### src/design/gdp_params.svh
// Timing constants for the gate-drive host controller.
// Assumes a single 100 MHz core clock; all counts derive from the period.
`ifndef GDP_PARAMS_SVH
`define GDP_PARAMS_SVH

`define GDP_CLK_PERIOD_NS 10
// Least dead time between complementary commands of one phase
`define GDP_DEAD_TIME_NS 1500
`define GDP_DEAD_CYCLES ((`GDP_DEAD_TIME_NS + `GDP_CLK_PERIOD_NS - 1) / `GDP_CLK_PERIOD_NS)
// Least low time when this side pulls the fault line as a shutdown
`define GDP_PULL_TIME_NS 6000
`define GDP_PULL_CYCLES ((`GDP_PULL_TIME_NS + `GDP_CLK_PERIOD_NS - 1) / `GDP_CLK_PERIOD_NS)
// Least pause before motor commands resume after a fault stop
`define GDP_RESTART_WAIT_S 2
`define GDP_RESTART_CYCLES (`GDP_RESTART_WAIT_S * (1000000000 / `GDP_CLK_PERIOD_NS))
// Latest removal of commands after the fault line falls
`define GDP_REMOVE_TIME_NS 15000
`define GDP_REMOVE_CYCLES (`GDP_REMOVE_TIME_NS / `GDP_CLK_PERIOD_NS)

`endif

### src/design/gdp_pkg.sv
// Types shared by the gate-drive host controller and its phase module.
// Assumes gdp_params.svh provides the timing counts.
package gdp_pkg;

  typedef enum logic [2:0] {
    ST_IDLE,
    ST_RUN,
    ST_PULL,
    ST_HALT,
    ST_WAIT
  } gdp_state_type;

  typedef struct packed {
    gdp_state_type state;
    logic [27:0] count;
    logic faultMeta;
    logic faultSync;
    logic limitMeta;
    logic limitSync;
    logic pullLow;
    logic faultLevel;
    logic hsShutdown;
    logic cmdEnable;
    logic faultSeen;
    logic running;
  } gdp_ctrl_type;

  typedef struct packed {
    logic highOn;
    logic lowOn;
    logic [7:0] gap;
  } gdp_phase_type;

endpackage

### src/design/gdp_phase_deadtime.sv
// One phase of command generation with enforced dead time.
// Assumes enable and the wanted levels come from logic on core_clk.
`timescale 1ns/1ps
`include "gdp_params.svh"

module gdp_phase_deadtime #(
  parameter int DEAD_CYCLES = `GDP_DEAD_CYCLES
) (
  input wire logic core_clk,
  input wire logic rst,
  input wire logic enable,
  input wire logic wantHigh,
  input wire logic wantLow,
  output logic highCmd,
  output logic lowCmd
);

  gdp_pkg::gdp_phase_type phase_reg;
  gdp_pkg::gdp_phase_type phase_next;
  logic reqHigh;
  logic reqLow;

  // Both requested at once is treated as neither, never as shoot-through
  assign reqHigh = enable & wantHigh & ~wantLow;
  assign reqLow = enable & wantLow & ~wantHigh;

  always_comb
  begin
    phase_next = phase_reg;
    if (phase_reg.highOn && !reqHigh)
    begin
      phase_next.highOn = 1'b0;
      phase_next.gap = 8'(DEAD_CYCLES);
    end
    else if (phase_reg.lowOn && !reqLow)
    begin
      phase_next.lowOn = 1'b0;
      phase_next.gap = 8'(DEAD_CYCLES);
    end
    else if (phase_reg.gap != 8'h00)
    begin
      phase_next.gap = phase_reg.gap - 8'h01;
    end
    else if (reqHigh && !phase_reg.lowOn)
    begin
      phase_next.highOn = 1'b1;
    end
    else if (reqLow && !phase_reg.highOn)
    begin
      phase_next.lowOn = 1'b1;
    end
  end

  always_ff @(posedge core_clk)
  begin
    if (rst)
    begin
      phase_reg <= '0;
    end
    else
    begin
      phase_reg <= phase_next;
    end
  end

  assign highCmd = phase_reg.highOn;
  assign lowCmd = phase_reg.lowOn;

  // ****************************************
  // Checks
  // ****************************************
  localparam int DEAD_MIN = `GDP_DEAD_CYCLES;
  logic [7:0] offLen;

  always_ff @(posedge core_clk)
  begin
    if (rst)
    begin
      offLen <= 8'hff;
    end
    else if (phase_reg.highOn || phase_reg.lowOn)
    begin
      offLen <= 8'h00;
    end
    else if (offLen != 8'hff)
    begin
      offLen <= offLen + 8'h01;
    end
  end
endmodule // gdp_phase_deadtime

### src/design/gdp_host_ctrl.sv
// Host controller driving a three-phase gate-drive device through its pins.
// Assumes fault line and current-limit pins are asynchronous; user inputs are on core_clk.
//
// Contract
// - Fault line is also a shutdown input; a pull low lasts 6 us or more.
// - Controller removes every command within 15 us after the fault line falls.
// - After a fault stop, controller waits at least 2 s before resuming.
// - Current-limit output may be routed to the high-side shutdown input.
// - Inverted fault line may be routed to the high-side shutdown input.
// - Controller inserts at least 1.5 us dead time between complementary commands.
`timescale 1ns/1ps
`include "gdp_params.svh"

module gdp_host_ctrl #(
  parameter int PHASES = 3,
  parameter int RESTART_CYCLES = `GDP_RESTART_CYCLES
) (
  input wire logic core_clk,
  input wire logic rst,
  input wire logic runEnable,
  input wire logic [PHASES-1:0] pwmHigh,
  input wire logic [PHASES-1:0] pwmLow,
  input wire logic shutdownReq,
  input wire logic highSideOffReq,
  input wire logic routeLimitToShutdown,
  input wire logic routeFaultToShutdown,
  input wire logic faultClear,
  input wire logic fault_line_in,
  input wire logic current_limit_out,
  output logic [PHASES-1:0] high_side_cmd,
  output logic [PHASES-1:0] low_side_cmd,
  output logic high_side_shutdown_in,
  output logic fault_line_out,
  output logic fault_line_oe,
  output logic motorRunning,
  output logic faultSeen,
  output logic limitActive
);

  localparam logic [27:0] PULL_LAST = 28'(`GDP_PULL_CYCLES - 1);

  gdp_pkg::gdp_ctrl_type ctrl_reg;
  gdp_pkg::gdp_ctrl_type ctrl_next;

  // ****************************************
  // Sequencer
  // ****************************************
  always_comb
  begin
    ctrl_next = ctrl_reg;
    ctrl_next.faultMeta = fault_line_in;
    ctrl_next.faultSync = ctrl_reg.faultMeta;
    ctrl_next.limitMeta = current_limit_out;
    ctrl_next.limitSync = ctrl_reg.limitMeta;
    ctrl_next.faultLevel = 1'b0;
    case (ctrl_reg.state)
      gdp_pkg::ST_IDLE:
      begin
        ctrl_next.count = '0;
        if (shutdownReq)
        begin
          ctrl_next.state = gdp_pkg::ST_PULL;
        end
        else if (runEnable && ctrl_reg.faultSync)
        begin
          ctrl_next.state = gdp_pkg::ST_RUN;
        end
      end
      gdp_pkg::ST_RUN:
      begin
        if (shutdownReq)
        begin
          ctrl_next.state = gdp_pkg::ST_PULL;
          ctrl_next.count = '0;
        end
        else if (!ctrl_reg.faultSync)
        begin
          ctrl_next.state = gdp_pkg::ST_HALT;
        end
        else if (!runEnable)
        begin
          ctrl_next.state = gdp_pkg::ST_IDLE;
        end
      end
      gdp_pkg::ST_PULL:
      begin
        // Our own pull reads back as a fault, so it also earns the restart pause
        if (ctrl_reg.count == PULL_LAST)
        begin
          ctrl_next.state = gdp_pkg::ST_HALT;
          ctrl_next.count = '0;
        end
        else
        begin
          ctrl_next.count = ctrl_reg.count + 28'h0000001;
        end
      end
      gdp_pkg::ST_HALT:
      begin
        // The device may hold the line for its trip hold time; wait it out
        ctrl_next.count = '0;
        if (ctrl_reg.faultSync)
        begin
          ctrl_next.state = gdp_pkg::ST_WAIT;
        end
      end
      gdp_pkg::ST_WAIT:
      begin
        if (!ctrl_reg.faultSync)
        begin
          ctrl_next.state = gdp_pkg::ST_HALT;
          ctrl_next.count = '0;
        end
        else if (ctrl_reg.count == 28'(RESTART_CYCLES - 1))
        begin
          ctrl_next.state = gdp_pkg::ST_IDLE;
          ctrl_next.count = '0;
        end
        else
        begin
          ctrl_next.count = ctrl_reg.count + 28'h0000001;
        end
      end
      default:
      begin
        ctrl_next.state = gdp_pkg::ST_IDLE;
        ctrl_next.count = '0;
      end
    endcase
    ctrl_next.pullLow = (ctrl_next.state == gdp_pkg::ST_PULL);
    ctrl_next.cmdEnable = (ctrl_next.state == gdp_pkg::ST_RUN);
    ctrl_next.running = (ctrl_next.state == gdp_pkg::ST_RUN);
    // Set wins over a clear in the same cycle
    ctrl_next.faultSeen = (ctrl_reg.faultSeen & ~faultClear) | ~ctrl_reg.faultSync;
    ctrl_next.hsShutdown = highSideOffReq
      | (routeLimitToShutdown & ctrl_reg.limitSync)
      | (routeFaultToShutdown & ~ctrl_reg.faultSync);
  end

  always_ff @(posedge core_clk)
  begin
    if (rst)
    begin
      ctrl_reg <= '0;
      ctrl_reg.state <= gdp_pkg::ST_IDLE;
      ctrl_reg.faultMeta <= 1'b1;
      ctrl_reg.faultSync <= 1'b1;
    end
    else
    begin
      ctrl_reg <= ctrl_next;
    end
  end

  // ****************************************
  // Phase command generation
  // ****************************************
  genvar ph;
  generate
    for (ph = 0; ph < PHASES; ph++)
    begin : g_phase
      gdp_phase_deadtime u_phase (
        .core_clk(core_clk),
        .rst(rst),
        .enable(ctrl_reg.cmdEnable),
        .wantHigh(pwmHigh[ph]),
        .wantLow(pwmLow[ph]),
        .highCmd(high_side_cmd[ph]),
        .lowCmd(low_side_cmd[ph])
      );
    end
  endgenerate

  assign high_side_shutdown_in = ctrl_reg.hsShutdown;
  assign fault_line_out = ctrl_reg.faultLevel;
  assign fault_line_oe = ctrl_reg.pullLow;
  assign motorRunning = ctrl_reg.running;
  assign faultSeen = ctrl_reg.faultSeen;
  assign limitActive = ctrl_reg.limitSync;

  // ****************************************
  // Checks
  // ****************************************
  localparam int PULL_MIN = `GDP_PULL_CYCLES;
  logic [11:0] pullLen;
  logic [27:0] sinceLineHigh;
  logic allOff;

  assign allOff = (high_side_cmd == '0) && (low_side_cmd == '0);

  always_ff @(posedge core_clk)
  begin
    if (rst)
    begin
      pullLen <= 12'h000;
    end
    else if (fault_line_oe)
    begin
      pullLen <= pullLen + 12'h001;
    end
    else
    begin
      pullLen <= 12'h000;
    end
  end

  // Cycles since the synced fault line was last seen low; saturates so the first start passes
  always_ff @(posedge core_clk)
  begin
    if (rst)
    begin
      sinceLineHigh <= '1;
    end
    else if (!ctrl_reg.faultSync)
    begin
      sinceLineHigh <= '0;
    end
    else if (sinceLineHigh != '1)
    begin
      sinceLineHigh <= sinceLineHigh + 28'h0000001;
    end
  end
endmodule // gdp_host_ctrl

### config.mk
export PLATFORM = sky130hd
export DESIGN_NAME = gdp_host_ctrl
export DESIGN_NICKNAME = d
export VERILOG_FILES = /design/src/design/gdp_pkg.sv /design/src/design/gdp_phase_deadtime.sv /design/src/design/gdp_host_ctrl.sv
export VERILOG_INCLUDE_DIRS = /design/src /design/src/design
export SDC_FILE = /design/constraint.sdc
export NUM_CORES = 1
export LEC_CHECK = 0
export ABC_AREA = 1
export BUFFER_PORTS_ARGS = -buffer_cell sky130_fd_sc_hd__buf_2
export CAP_MARGIN = 20
export CORE_AREA = 2 2 120 122
export DETAILED_ROUTE_END_ITERATION = 16
export DIE_AREA = 0 0 122 124
export PLACE_DENSITY = 0.47
export SETUP_SLACK_MARGIN = 0.02
export SLEW_MARGIN = 0
export SYNTH_ARGS = -nofsm -noshare
export SYNTH_HDL_FRONTEND = slang
export SYNTH_HIERARCHICAL = 1
export SYNTH_SLANG_ARGS = --single-unit
### constraint.sdc
create_clock -name core_clk -period 1.46 [get_ports core_clk]
set_input_delay 0.146 -clock core_clk [delete_from_list [all_inputs] [get_ports core_clk]]
set_output_delay 0.146 -clock core_clk [all_outputs]
set_load 0.05 [all_outputs]
; ---- Yosys cells after proc, flatten, opt, wreduce, memory -nomap -nowiden
; Index checks and enable logic that the tools add are counted.
[word_totals]
register_bits = 70
latchBits = 0
ram_bits = 0
rom_bits = 0
input_bits = 16
wordCells = 155
n_memories = 0
[op_classes]
addsub = 4
mul = 0
div = 0
magnitude_cmp = 0
eq_ne = 15
n_shift = 0
mux = 31
n_bitwise = 35
reduce_logical = 47
[ops]
columns = operator, n
row1 = $pmux 31 s5, 1
row2 = $mux 28, 3
row3 = $mux 8, 6
row4 = $mux 31, 1
row5 = $add 28x1->28 const B, 1
row6 = $eq 28x10->1 const B, 1
row7 = $eq 28x28->1 const B, 1
row8 = $mux 9, 3
row9 = $mux 3, 8
row10 = $reduce_bool 8->1, 3
row11 = $sub 8x1->8 const B, 3
row12 = $not 1->1, 17
row13 = $and 1x1->1, 15
row14 = $logic_and 1x1->1, 13
row15 = $logic_not 1->1, 12
row16 = $ne 2x1->1 const B, 6
row17 = $reduce_and 4->1, 3
row18 = $eq 3x2->1 const B, 3
row19 = $mux 1, 9
row20 = $reduce_and 3->1, 3
row21 = $reduce_bool 3->1, 3
row22 = $reduce_or 3->1, 3
row23 = $eq 3x1->1 const B, 2
row24 = $reduce_bool 2->1, 3
row25 = 5 further kinds, 9

; ---- Logic depth before layout (Yosys ltp)
[logic_depth]
word_depth = 8
ltp_mapped = 11
depth_no_buf = 11

; ---- Hierarchy
; The synthesis kept the hierarchy.
[by_module_without_submodules]
columns = mod, n_inst, cells_each, area_per_inst_um2, seq_area_each_um2
row1 = gdp_host_ctrl, 1, 377, 2331.0, 780.7
row2 = gdp_phase_deadtime, 3, 84, 585.6, 200.2

; ---- Worst setup path after synthesis
; Ideal clock, no wire load.
[synth_timing]
kind = flip-flop to flip-flop
startpoint = reg ctrl_reg[10] (netlist bit)
endpoint = reg ctrl_reg[17] (netlist bit)
arrival_time_ns = 1.417
path_slack_ns = -0.068
path_stages_with_launch = 12
path_buffers = 1
period_less_slack_ns = 1.528
cell_sequence = dfxtp_1 > ha_1 > nand2_2 > nor2_4 > nand2_2 > nor2_1 > nand2_1 > nand2_2 > nand3_4 > buf_6 > nand3b_1 > inv_1
[synth_via]
elab_chain_len = 4
[synth_lines]
columns = element, line
row1 = from (decl), gdp_host_ctrl.sv:42  ; gdp_pkg::gdp_ctrl_type ctrl_reg;
row2 = from (signal assigned), gdp_host_ctrl.sv:151  ; ctrl_reg <= ctrl_next;
row3 = $add 28x1->28 / $eq 28x28->1 (equally long branches), "gdp_host_ctrl.sv:95, gdp_host_ctrl.sv:121, gdp_host_ctrl.sv:114"
row4 = $mux 28, gdp_host_ctrl.sv:114  ; else if (ctrl_reg.count == 28'(RESTART_CYCLES - 1))
row5 = $mux 31, gdp_host_ctrl.sv:109  ; if (!ctrl_reg.faultSync)
row6 = $pmux 31 s5 (*), gdp_host_ctrl.sv:56  ; case (ctrl_reg.state)
; Every way passes the cells marked *; elsewhere a longest branch is shown, timed or not.
; A chain may end at the register's enable or synchronous reset.

; ---- Worst setup path after layout
; Same ends and word-level chain as after synthesis.

==> reports/results.ini <==
[status]
status = complete, but fails checks
violations = negative setup slack

[floorplan]
ios = 28
die_w_um = 122
die-area_um2 = 15100
row_count = 43
start_util = 0.298
fp.dieH_um = 124
core_area_um2 = 13700

[pwr]
powerDensity_nw_per_um2 = 1440
peakVddDrop_uv = 572
leakagePower_nw = 2.63
seq_power_share = 0.322
swShare = 0.381
p_comb_frac = 0.376
p_clk_frac = 0.302
internal-power_w = 0.00492
switchingPower_w = 0.00303

[critical_path]
cpMostUsedCell = nand2_2
cp-start-kind = flip-flop
cp_top_family = simple AND/OR/NAND/NOR gates
worst_path_largest_cell_delay_ps = 370
required_ps = 1700
crit_slowest_cell = dfxtp_4
worst_ep_arrival_time_ps = 1750
worstSetupEndpointType = flip-flop
cp_max_fo = 6
crit_chain = ha_4 > nand2_4 > nor2_4 > nand2_2 > nor2_2 > nand2_1 > nand2_2 > nand3_4 > buf_6 > nand3b_1 > inv_1
r2r_slack_ps = -50
critical_path_class = reg2reg
crit_buf_inv = 2

[cells_and_area]
area_growth_pct = 35.0
diodes = 0
final_cells = 921
drive_gt1_frac = 0.305
fin_nets = 759
nFillCells = 1442
largest_register_ffs = 32

[timing]
hold_viol = 0
fin_crit_sh = 1.04
period_needed_ps = 1510
rsz0062_at_grt = true
finalSetupViolations = 15
slew_viol_final = 0
worst_slack_ps = -52.3
clock.fmax_ghz = 0.661
skew_ps = 5.64

[job]
drv_cap = 0

[logic_synthesis]
ys_types = 33
synth_seq_cells = 69
syn_area_um2 = 4090
syn_area_per_cell_um2 = 6.50
synth-seq-area-share = 0.338
synth_top_area_cell = dfxtp_1
yosys_warnings = 6
syn_inst = 629
yosys.area.top_type_share = 0.338
synth_area_leaders = dfxtp_1 (34%), nand2_1 (14%), inv_1 (9.7%)
synth_fp_nets = 652

[clock_tree]
cts_sinks = 69
cts_buffers = 9
cts_max_level = 3
cts-root-buf = clkbuf_16
clock_latency_ps = 340
cts_tree = done
clk_pin_slew_ps = 60
cts_buffer_depth = 2

[global_route]
grt_pass1_vias = 3925
overflow = 0
grt_max_degree = 19
track_usage = 0.153
antenna_found_initial = 0
grt_pass1_wl_um = 18100

[drt]
routed_via_density = 4.45
drt_first_pass_iters = 4
routed-via-count = 4101
drt-initial-drc-count = 183
drtAntennaViolNets = 0
wl_per_cell_um = 11.8
drc = 0
routed_wl_um = 10800

[placed_design]
dp_slack_ps = -163
dp_hpwl_um = 8360
place_inst = 897
gp_congestion = 0.899
port_buffers = 26

[min_path]
min_path_type = in2reg

cells in the mapped netlist:
library cell  number
nand2_1          151
inv_1            106
nor2_1            90
dfxtp_1           69
nand3_1           56
a21oi_1           39
nand4_1           14
nor2_2            11
o21ai_0           11
xor2_1            10
ha_1               7
nand3_2            7
o21ai_1            7
nor2_4             6
nor3_1             5
nand2_2            4
nor3_2             4
inv_2              3
inv_4              3
nand2_4            3
nor2_8             3
o21bai_1           3
or2_2              3
buf_4              2
clkbuf_1           2
nand3_4            2
nand3b_1           2
a31o_2             1
buf_1              1
buf_2              1
buf_6              1
conb_1             1
inv_6              1
worst reg2reg max path: stages, from the launching register on:
cell	delay (ps)
dfxtp_4	370
ha_4	150
nand2_4	60
nor2_4	90
nand2_2	80
nor2_2	100
nand2_1	70
nand2_2	110
nand3_4	120
buf_6	150
nand3b_1	70
inv_1	40
cell type report:
cell class	count	area (µm²)	area share
multi-input combinational	440	2390	0.433
sequential	69	1410	0.255
timing repair buffer	103	732	0.133
inverter	113	439	0.0796
clock buffer	11	243	0.0440
tap	180	225	0.0408
clock inverter	5	83.8	0.0152
worst paths after layout:
path / from / end / depth (start not counted)
setup / recovery: ctrl_reg[10]$_SDFFE_PP0P_ / ctrl_reg[17]$_SDFFE_PP0P_ / 11
hold / removal: faultClear / faultSeen$_SDFF_PP0_ / 4
setup reg to reg: ctrl_reg[10]$_SDFFE_PP0P_ / ctrl_reg[17]$_SDFFE_PP0P_ / 11
hold reg to reg: ctrl_next[6]$_SDFF_PP0_ / limitActive$_SDFF_PP0_ / 2
layer usage:
layer	vias to the layer above	track usage	wire [µm]
met4	0	0.0596	190
met1	1854	0.180	4860
met5	-	0	0
met3	16	0.0412	386
li1	2167	-	-
met2	64	0.264	5400
placed cells by master (no fill, tap or decap), drive strengths merged, types with 10 or more instances in the layout:
| cell type | count |
|---|---|
| nand3 | 65 |
| clkbuf | 11 |
| o21ai | 18 |
| dfxtp | 69 |
| a21oi | 39 |
| nor2 | 110 |
| xor2 | 10 |
| inv | 113 |
| nand2 | 158 |
| buf | 101 |
| nand4 | 14 |
power groups by stage:
stage                     Clock [W]  Combinational, W  Sequential (W)
after floorplan                   0           0.00245         0.00257
after global placement            0           0.00294         0.00260
after detailed placement          0           0.00297         0.00260
after CTS                   0.00249           0.00301         0.00256
after global routing        0.00255           0.00340         0.00261
final                       0.00240           0.00299         0.00256
kinds of logic (layout without fill, tap and decap cells):
| logic type | after synthesis | in the layout | share of synthesized area |
|---|---|---|---|
| and+or+nand+nor | 361 | 361 | 0.424 |
| AOI/OAI and AO/OA | 61 | 61 | 0.0774 |
| DFF | 69 | 69 | 0.338 |
| buffers and inverters | 120 | 232 | 0.117 |
| adders and majority gates | 7 | 7 | 0.0214 |
| xor gates and xnor gates | 10 | 10 | 0.0214 |
| other | 1 | 1 | 0.000917 |
timing repair:
| action | in CTS | in global routing |
|---|---|---|
| gates resized for setup | 33 | 42 |
| pin swaps | 14 | 24 |
| endpoints found under the hold margin | 2 | 0 |
| setup buffers | 4 | 4 |
| hold buffers | 2 | 0 |
| endpoints found under the setup margin | 29 | 33 |
per-stage QoR:
stage / instance area [µm²] / TNS, ps / total power (W) / hold slack, ps / util
after CTS: 5420 / -415 / 0.00806 / 30.4 / 0.395
after global placement: 4940 / -2130 / 0.00554 / 337 / 0.360
final: 5520 / -400 / 0.00795 / 49.3 / 0.402
after detailed placement: 4940 / -3050 / 0.00557 / 335 / 0.360
after floorplan: 4110 / 0 / 0.00502 / 215 / -
after global routing: 5520 / -3270 / 0.00857 / 70.3 / 0.402
No activity file was read; power rests on OpenSTA's default activity.
